**config.mk**
```make
export PLATFORM = sky130hd
export DESIGN_NAME = rss_reset_sequencer
export DESIGN_NICKNAME = d
export VERILOG_FILES = /design/src/hdl/rss_reset_sequencer.v /design/src/hdl/rss_sync.v
export VERILOG_INCLUDE_DIRS = /design/src /design/src/hdl
export SDC_FILE = /design/constraint.sdc
export NUM_CORES = 1
export LEC_CHECK = 0
export ABC_AREA = 1
export BUFFER_PORTS_ARGS = -buffer_cell sky130_fd_sc_hd__buf_4
export CAP_MARGIN = 20
export CORE_MARGIN = 2
export CORE_UTILIZATION = 47
export CTS_CLUSTER_DIAMETER = 30
export DETAILED_ROUTE_END_ITERATION = 10
export PLACE_DENSITY = 0.66
export SLEW_MARGIN = 10
export SYNTH_ARGS = -nofsm -noshare
export SYNTH_HDL_FRONTEND = slang
export SYNTH_SLANG_ARGS = --single-unit
export TNS_END_PERCENT = 10
```
**constraint.sdc**
```tcl
create_clock -name clk -period 2.14 [get_ports clk]
set_clock_uncertainty 0.2 [all_clocks]
set_input_delay 0.321 -clock clk [delete_from_list [all_inputs] [get_ports clk]]
set_output_delay 0.321 -clock clk [all_outputs]
set_load 0.01 [all_outputs]
```
**src/hdl/rss_regs.vh**
```
`ifndef RSS_REGS_VH
`define RSS_REGS_VH

// Oscillator mode codes carried by the two configuration bits.
`define RSS_MODE_LP        2'h0
`define RSS_MODE_XT        2'h1
`define RSS_MODE_HS        2'h2
`define RSS_MODE_RC        2'h3

// Clock rate in kHz and delay figures in their own units.
`define RSS_CLK_KHZ        40000
`define RSS_POWERUP_DELAY_TIMER_MS        72
// The delay count is 72 ms of 40 MHz clocks, sized to the delay counter.
`define RSS_POWERUP_DELAY_TIMER_CYCLES    22'h2BF200
`define RSS_OST_EDGES      11'h400
`define RSS_OST_W          11
`define RSS_POWERUP_DELAY_TIMER_W         22

// Master clear filter: low level must persist one clock more than this count.
`define RSS_MASTER_CLEAR_PIN_FILT      4'hF
`define RSS_MASTER_CLEAR_PIN_FILT_W    4

// Supply-dip qualification width in ns and its clock count.
`define RSS_DIP_NS         100
`define RSS_DIP_CYCLES     4'h4
`define RSS_DIP_W          4

// Sequencer states.
`define RSS_ST_HOLD        3'h0
`define RSS_ST_POWERUP_DELAY_TIMER        3'h1
`define RSS_ST_OST         3'h2
`define RSS_ST_WAITMC      3'h3
`define RSS_ST_RUN         3'h4

// Reset cause codes reported on reset_cause.
`define RSS_CAUSE_POR      3'h0
`define RSS_CAUSE_MASTER_CLEAR_PIN_RUN 3'h1
`define RSS_CAUSE_MASTER_CLEAR_PIN_SLP 3'h2
`define RSS_CAUSE_WDT_RUN  3'h3
`define RSS_CAUSE_WDT_WAKE 3'h4
`define RSS_CAUSE_DIP      3'h5
`define RSS_CAUSE_INT_WAKE 3'h6

`define RSS_ONE            1'h1
`define RSS_ZERO           1'h0

`endif

```
**src/hdl/rss_reset_sequencer.v**
```verilog
`include "rss_regs.vh"

module rss_reset_sequencer #(
    parameter [`RSS_POWERUP_DELAY_TIMER_W-1:0] POWERUP_DELAY_TIMER_CYCLES = `RSS_POWERUP_DELAY_TIMER_CYCLES
) (
    // Clock and reset.
    input  wire       clk,
    input  wire       reset_n,
    // Configuration bits.
    input  wire       clock_mode_sel_hi,
    input  wire       clock_mode_sel_lo,
    input  wire       powerup_delay_enable_n,
    input  wire       supply_dip_detect_en,
    // Detector and pin inputs, all asynchronous.
    input  wire       power_rise,
    input  wire       supply_below_threshold,
    input  wire       master_clear_pin_n,
    input  wire       clock_in_pin,
    // Core events, same clock domain.
    input  wire       watchdog_timeout,
    input  wire       sleep_active,
    input  wire       interrupt_wake,
    input  wire       software_set_por_flag,
    // Mode decode outputs.
    output reg        low_power_crystal_mode,
    output reg        crystal_mode,
    output reg        fast_crystal_mode,
    output reg        resistor_capacitor_mode,
    // Reset outputs.
    output reg        core_reset,
    output reg        group_reset_pulse,
    output reg        wake_resume_pulse,
    output reg  [2:0] reset_cause,
    // Status flags.
    output reg        watchdog_expired_flag,
    output reg        sleep_entered_flag,
    output reg        power_on_flag,
    output reg        supply_dip_flag,
    // Master clear pin drive, never used by a watchdog reset.
    output reg        master_clear_pin_out,
    output reg        master_clear_pin_oe
);

    // Synchronised pin levels.
    wire [3:0] sync_out;
    wire       rise_s;
    wire       dip_s;
    wire       master_clear_pin_s;
    wire       clkin_s;

    // Internal state.
    reg [2:0]                 state;          // Sequencer state.
    reg [`RSS_POWERUP_DELAY_TIMER_W-1:0]     powerup_delay_timer_cnt;       // Power-up delay count.
    reg [`RSS_OST_W-1:0]      ost_cnt;        // Clock-in rising edges seen.
    reg                       clkin_d;        // Previous clock-in level.
    reg [`RSS_MASTER_CLEAR_PIN_FILT_W-1:0] master_clear_pin_cnt;      // Master clear low duration.
    reg                       master_clear_pin_low;       // Filtered master clear asserted.
    reg [`RSS_DIP_W-1:0]      dip_cnt;        // Supply-dip duration.
    reg                       dip_active;     // Qualified supply dip.
    reg                       rise_d;         // Previous power-rise level.
    reg                       is_crystal;     // Settle counter applies.

    rss_sync #(
        .W (4)
    ) u_sync (
        .clk     (clk),
        .reset_n (reset_n),
        .din     ({power_rise, supply_below_threshold, master_clear_pin_n, clock_in_pin}),
        .dout    (sync_out)
    );

    assign rise_s  = sync_out[3];
    assign dip_s   = sync_out[2];
    assign master_clear_pin_s  = sync_out[1];
    assign clkin_s = sync_out[0];

    // Delay enabled either by its own bit or forced by supply-dip enable.
    wire powerup_delay_timer_on = !powerup_delay_enable_n || supply_dip_detect_en;

    // Power-on event is the rising edge of the detector output.
    wire por_event = rise_s && !rise_d;

    // Master clear filter: only a low lasting the full filter span counts.
    always @(posedge clk)
    begin
        if (!reset_n)
        begin
            master_clear_pin_cnt <= {`RSS_MASTER_CLEAR_PIN_FILT_W{1'b0}};
            master_clear_pin_low <= `RSS_ZERO;
        end
        else if (master_clear_pin_s)
        begin
            // Pin high clears the filter at once; a glitch never resets.
            master_clear_pin_cnt <= {`RSS_MASTER_CLEAR_PIN_FILT_W{1'b0}};
            master_clear_pin_low <= `RSS_ZERO;
        end
        else if (master_clear_pin_cnt == `RSS_MASTER_CLEAR_PIN_FILT)
        begin
            master_clear_pin_low <= `RSS_ONE;
        end
        else
        begin
            master_clear_pin_cnt <= master_clear_pin_cnt + 1'b1;
        end
    end

    // Supply-dip qualifier: the dip must outlast the minimum width.
    always @(posedge clk)
    begin
        if (!reset_n)
        begin
            dip_cnt    <= {`RSS_DIP_W{1'b0}};
            dip_active <= `RSS_ZERO;
        end
        else if (!dip_s || !supply_dip_detect_en)
        begin
            // Circuit disabled or supply good: no dip reset.
            dip_cnt    <= {`RSS_DIP_W{1'b0}};
            dip_active <= `RSS_ZERO;
        end
        else if (dip_cnt == `RSS_DIP_CYCLES)
        begin
            dip_active <= `RSS_ONE;
        end
        else
        begin
            dip_cnt <= dip_cnt + 1'b1;
        end
    end

    // Edge history for power-rise and the oscillator input.
    always @(posedge clk)
    begin
        if (!reset_n)
        begin
            rise_d  <= `RSS_ZERO;
            clkin_d <= `RSS_ZERO;
        end
        else
        begin
            rise_d  <= rise_s;
            clkin_d <= clkin_s;
        end
    end

    // Mode decode: exactly one output is high for each code.
    always @(posedge clk)
    begin
        if (!reset_n)
        begin
            low_power_crystal_mode  <= `RSS_ONE;
            crystal_mode            <= `RSS_ZERO;
            fast_crystal_mode       <= `RSS_ZERO;
            resistor_capacitor_mode <= `RSS_ZERO;
        end
        else
        begin
            low_power_crystal_mode  <= ({clock_mode_sel_hi, clock_mode_sel_lo} == `RSS_MODE_LP);
            crystal_mode            <= ({clock_mode_sel_hi, clock_mode_sel_lo} == `RSS_MODE_XT);
            fast_crystal_mode       <= ({clock_mode_sel_hi, clock_mode_sel_lo} == `RSS_MODE_HS);
            resistor_capacitor_mode <= ({clock_mode_sel_hi, clock_mode_sel_lo} == `RSS_MODE_RC);
        end
    end

    // Main sequencer. A held reset waits for power and supply, then runs
    // the power-up delay, then the settle counter, then waits for the pin.
    // Group reset and flags, where a cause touches them, are updated at the moment it is taken.
    always @(posedge clk)
    begin
        if (!reset_n)
        begin
            state                 <= `RSS_ST_HOLD;
            powerup_delay_timer_cnt              <= {`RSS_POWERUP_DELAY_TIMER_W{1'b0}};
            ost_cnt               <= {`RSS_OST_W{1'b0}};
            is_crystal            <= `RSS_ZERO;
            core_reset            <= `RSS_ONE;
            group_reset_pulse     <= `RSS_ZERO;
            wake_resume_pulse     <= `RSS_ZERO;
            reset_cause           <= `RSS_CAUSE_POR;
            watchdog_expired_flag <= `RSS_ONE;
            sleep_entered_flag    <= `RSS_ONE;
            power_on_flag         <= `RSS_ZERO;
            supply_dip_flag       <= `RSS_ONE;
            master_clear_pin_out  <= `RSS_ZERO;
            master_clear_pin_oe   <= `RSS_ZERO;
        end
        else
        begin
            group_reset_pulse <= `RSS_ZERO;
            wake_resume_pulse <= `RSS_ZERO;
            if (software_set_por_flag)
            begin
                power_on_flag <= `RSS_ONE;
            end
            if (por_event)
            begin
                // Power-on: everything restarts; the POR flag clears.
                state                 <= `RSS_ST_HOLD;
                core_reset            <= `RSS_ONE;
                group_reset_pulse     <= `RSS_ONE;
                reset_cause           <= `RSS_CAUSE_POR;
                watchdog_expired_flag <= `RSS_ONE;
                sleep_entered_flag    <= `RSS_ONE;
                power_on_flag         <= `RSS_ZERO;
                supply_dip_flag       <= `RSS_ONE;
                is_crystal            <= !resistor_capacitor_mode;
            end
            else if (dip_active && !(core_reset && state == `RSS_ST_HOLD))
            begin
                // Supply dip, also during the delay: restart from hold.
                state                 <= `RSS_ST_HOLD;
                core_reset            <= `RSS_ONE;
                group_reset_pulse     <= `RSS_ONE;
                reset_cause           <= `RSS_CAUSE_DIP;
                watchdog_expired_flag <= `RSS_ONE;
                sleep_entered_flag    <= `RSS_ONE;
                supply_dip_flag       <= `RSS_ZERO;
                is_crystal            <= !resistor_capacitor_mode;
            end
            else if (state == `RSS_ST_RUN && master_clear_pin_low)
            begin
                // Master clear: straight to waiting for the pin, no timers.
                state                 <= `RSS_ST_WAITMC;
                core_reset            <= `RSS_ONE;
                group_reset_pulse     <= `RSS_ONE;
                // Only a clear taken in sleep rewrites the flags; in run they stand.
                if (sleep_active)
                begin
                    watchdog_expired_flag <= `RSS_ONE;
                    sleep_entered_flag    <= `RSS_ZERO;
                end
                reset_cause           <= sleep_active ? `RSS_CAUSE_MASTER_CLEAR_PIN_SLP
                                                      : `RSS_CAUSE_MASTER_CLEAR_PIN_RUN;
            end
            else if (state == `RSS_ST_RUN && watchdog_timeout && !sleep_active)
            begin
                // Watchdog reset is internal only; the pin stays undriven.
                state                 <= `RSS_ST_WAITMC;
                core_reset            <= `RSS_ONE;
                group_reset_pulse     <= `RSS_ONE;
                reset_cause           <= `RSS_CAUSE_WDT_RUN;
                watchdog_expired_flag <= `RSS_ZERO;
                sleep_entered_flag    <= `RSS_ONE;
            end
            else if (state == `RSS_ST_RUN && sleep_active
                     && (watchdog_timeout || interrupt_wake))
            begin
                // Wake-up: no group reset, settle counter in crystal modes.
                wake_resume_pulse     <= `RSS_ONE;
                reset_cause           <= watchdog_timeout ? `RSS_CAUSE_WDT_WAKE
                                                          : `RSS_CAUSE_INT_WAKE;
                watchdog_expired_flag <= !watchdog_timeout;
                sleep_entered_flag    <= `RSS_ZERO;
                ost_cnt               <= {`RSS_OST_W{1'b0}};
                if (!resistor_capacitor_mode)
                begin
                    state      <= `RSS_ST_OST;
                    core_reset <= `RSS_ONE;
                    // Release cleared this, so the wake must arm the settle again.
                    is_crystal <= `RSS_ONE;
                end
            end
            else
            begin
                case (state)
                    `RSS_ST_HOLD:
                    begin
                        // Wait for power present and supply above threshold.
                        powerup_delay_timer_cnt <= {`RSS_POWERUP_DELAY_TIMER_W{1'b0}};
                        ost_cnt  <= {`RSS_OST_W{1'b0}};
                        if (rise_s && !dip_active)
                        begin
                            state <= powerup_delay_timer_on ? `RSS_ST_POWERUP_DELAY_TIMER : `RSS_ST_OST;
                        end
                    end
                    `RSS_ST_POWERUP_DELAY_TIMER:
                    begin
                        // The delay holds reset for its whole span.
                        if (powerup_delay_timer_cnt == POWERUP_DELAY_TIMER_CYCLES - 1'b1)
                        begin
                            state <= `RSS_ST_OST;
                        end
                        else
                        begin
                            powerup_delay_timer_cnt <= powerup_delay_timer_cnt + 1'b1;
                        end
                    end
                    `RSS_ST_OST:
                    begin
                        // Count clock-in rising edges; skipped in RC mode.
                        if (!is_crystal || ost_cnt == `RSS_OST_EDGES)
                        begin
                            state <= `RSS_ST_WAITMC;
                        end
                        else if (clkin_s && !clkin_d)
                        begin
                            ost_cnt <= ost_cnt + 1'b1;
                        end
                    end
                    `RSS_ST_WAITMC:
                    begin
                        // Release only with pin high and no dip pending.
                        if (master_clear_pin_s && !dip_active)
                        begin
                            state      <= `RSS_ST_RUN;
                            core_reset <= `RSS_ZERO;
                            is_crystal <= `RSS_ZERO;
                        end
                    end
                    `RSS_ST_RUN:
                    begin
                        core_reset <= `RSS_ZERO;
                    end
                    default:
                    begin
                        state      <= `RSS_ST_HOLD;
                        core_reset <= `RSS_ONE;
                    end
                endcase
            end
        end
    end

endmodule

```
**src/hdl/rss_sync.v**
```verilog
`include "rss_regs.vh"

// Two-flop synchroniser for asynchronous level inputs.
module rss_sync #(
    parameter W = 4
) (
    // Clock and reset.
    input  wire         clk,
    input  wire         reset_n,
    // Asynchronous level in, synchronised level out.
    input  wire [W-1:0] din,
    output reg  [W-1:0] dout
);

    reg [W-1:0] stage1;  // First flop, read only by the second.

    // Both flops take a constant on reset so no pin value leaks in.
    always @(posedge clk)
    begin
        if (!reset_n)
        begin
            stage1 <= {W{1'b0}};
            dout   <= {W{1'b0}};
        end
        else
        begin
            stage1 <= din;
            dout   <= stage1;
        end
    end

endmodule

```
==> results by group <==
Outcome
  – Status: finished clean

Finish
  – Nets: 650
  – Antenna diodes: 0
  – Post-layout util: 0.570
  – Layout cells sized above 1: 0.139
  – Synth-to-layout area growth: 16.6%
  – Final std cells w/o fill: 737

Setup path
  – WP buf/inv: 1
  – Largest stage delay on the critical path: 0.38 ns
  – Arrival time of the worst setup path: 2.07 ns
  – Max FO, Critical Path: 5
  – Crit path max-delay cell type: dfxtp_1
  – Crit path top cell by count: nand2_1
  – CP endpoint kind: register
  – Critical-path cell list: ha_1, nand3_2, buf_4, nor2_1, nand2_1, nor3_2, nand4_1, nand2_1, nand2_1, nor2_1
  – Worst path required time: 2.23 ns
  – Crit path max-delay family: simple AND/OR/NAND/NOR gates
  – CP Launch Type: register
  – Worst Path Class, Setup: register to register

Routing
  – Post-DR wirelength/cell: 11.9 um
  – Residual DRC: 0
  – Iteration-0 DRC Markers: 217
  – 1st-pass router iterations: 5
  – Via Count: 3682
  – WL final: 8.80 mm
  – Vias per cell: 5.00
  – Final ANT Viol Nets: 0

Worst hold path
  – Worst min path class: primary input to register

Timing
  – Worst rel slew slack: 0.669
  – WHS: 0.0937 ns
  – Max Slew Vio Count: 0
  – Worst slew pin tran: 0.492 ns
  – Post-layout min period: 1.98 ns
  – Maximum achievable frequency: 504 MHz
  – Final Setup Violations: 0
  – Final Hold Vio Count: 0
  – Final period util: 0.927

Floorplanning
  – Chip Height: 94.1 um
  – I/O Pins: 30
  – Die Area: 8860 um2
  – Die X: 94.1 um
  – FP Rows: 32
  – Core Box Area: 7810 um2
  – Starting density of the core: 0.489

Power
  – Pwr dens: 759 nW/um2
  – Max rail drop VDD: 0.000433 V
  – Power, Total: 3380 uW
  – Leakage power: 0.00197 uW

GRT
  – GRT Overall Usage: 0.216
  – Grt ovf: 0
  – Initial antenna violation count: 0
  – First-pass GRT wire length: 15.1 mm
  – Maximum number of pins on one net before global-route repair: 26
  – Number of global-route vias before repair: 3433

Synthesis
  – Area share of the largest cell type after synthesis: 0.372
  – Distinct cells, synth: 34
  – Synth Register Bits: 71
  – Mapped Area: 3820 um2
  – Yosys warns: 0
  – Mapped Cells: 581
  – Ranking of synthesized cells by area: dfxtp_1, nand2_1, nor2_1, nand3_1, inv_1
  – Synthesized area per cell: 6.57 um2
  – Post-synth top area cell: dfxtp_1
  – Register area share after synthesis: 0.372

Clock tree
  – CTS max path bufs: 2
  – CTS clk-pin slew, worst paths: 0.07 ns
  – TritonCTS clock tree: yes
  – # clock sinks: 71
  – H-tree depth: 3
  – Clk_lat worst skew: 0.36 ns
  – CTS buffer count: 9
  – CTS root buf: clkbuf_8

Placed design
  – Placed cell count: 713
  – Gpl congestion: 0.903
  – Port buffer count: 27
  – Placed wire-length estimate: 6.59 mm

Run
  – Max Cap Viol: 0
## worst paths after layout
path	from	to	slack [ns]	cells after the start
max	powerup_delay_timer_cnt[1]	powerup_delay_timer_cnt[18]	0.16	10
min reg2reg	u_sync.stage1[0]	u_sync.dout[0]	0.22	2
min	watchdog_timeout	watchdog_expired_flag	0.09	4
max reg2reg	powerup_delay_timer_cnt[1]	powerup_delay_timer_cnt[18]	0.16	10
## sequential cells by signal, indices dropped and copies added, names as in the netlist, 3 cells and up
name,cells
reset_cause,3
ost_cnt,11
u_sync.stage1,4
dip_cnt,4
state,3
u_sync.dout,4
powerup_delay_timer_cnt,22
master_clear_pin_cnt,4
## per-layer routing
| layer | global-route usage | wire, um | vias to the layer above |
|---|---|---|---|
| met5 | 0 | 0 | - |
| met4 | 0.104 | 187 | 0 |
| met3 | 0.0353 | 411 | 17 |
| met2 | 0.364 | 4200 | 85 |
| met1 | 0.268 | 4000 | 1643 |
| li1 | - | - | 1937 |
## report_power, final
group	internal (uW)	switching, uW
clock	420	550
sequential	1400	83.5
combinational	330	593
total	2150	1230
## what timing repair did
action / 4_1_cts / 5_1_grt
buffers inserted: 0 / 0
hold buffers: 8 / 0
resized for setup: 0 / 4
setup endpoints to repair: 0 / 12
hold endpoints to repair: 8 / 0
## synthesized netlist by cell type, drive strengths merged
cell and number:
buf 7, inv 80, nand4 12, o21ai 22
a21oi 34, or2 1, nor3 13, clkbuf 6
nand3b 2, a31oi 1, dfxtp 71, nand2 137
ha 6, nand3 58, xor2 2, nor3b 4
conb 1, o21bai 4, xnor2 4, a211oi 3
nor2 113
## cell usage in the layout, fill, tap and decap left out, types with 2 or more instances in the layout
cell type	instances
inv_2	6
nand3_2	2
clkinv_2	3
clkinvlp_4	2
nor3_1	12
conb_1	2
nand3b_1	2
nand4_1	12
nor2_1	105
nand3_1	55
a211oi_1	3
nor2_4	5
o21ai_0	20
dlygate4sd3_1	8
nor2_2	2
ha_1	6
nand2_2	5
o21bai_1	4
dfxtp_1	71
a21oi_1	33
xor2_1	2
inv_1	73
buf_4	42
xnor2_1	4
clkbuf_8	9
nor3b_1	4
nand2_4	2
nand2_1	129
## area by class of cell
type	instances	area, um2
fill	774	3360
multi-input combinational	418	2030
sequential	71	1420
timing repair buffer	50	395
inverter	80	303
tap	102	128
clock buffer	9	124
clock inverter	7	47.5
## per-stage QoR
stage	area [um2]	setup WS [ns]	TNS, ns
5_1_grt	4450	-0.00422	-0.00422
2_1_floorplan	3820	0.348	0
6_report	4450	0.155	0
4_1_cts	4430	0.0449	0
3_5_place_dp	4180	0.0572	0
3_3_place_gp	4180	0.107	0
## kinds of logic after synthesis
logic type | Yosys count | synth area share
AO/OA/AOI/OAI | 64 | 0.0908
XOR/XNOR | 6 | 0.0138
adder cells (fa/ha/maj) | 6 | 0.0197
buffers and inverters | 93 | 0.101
flip-flops | 71 | 0.372
other | 1 | 0.000982
AND/OR/NAND/NOR | 340 | 0.401
## worst reg2reg max path, stage by stage (launching register included)
cell,delay [ns]
dfxtp_1,0.38
ha_1,0.23
nand3_2,0.10
buf_4,0.17
nor2_1,0.12
nand2_1,0.08
nor3_2,0.23
nand4_1,0.19
nand2_1,0.09
nand2_1,0.05
nor2_1,0.09
No activity file was read; power rests on OpenSTA's default activity.
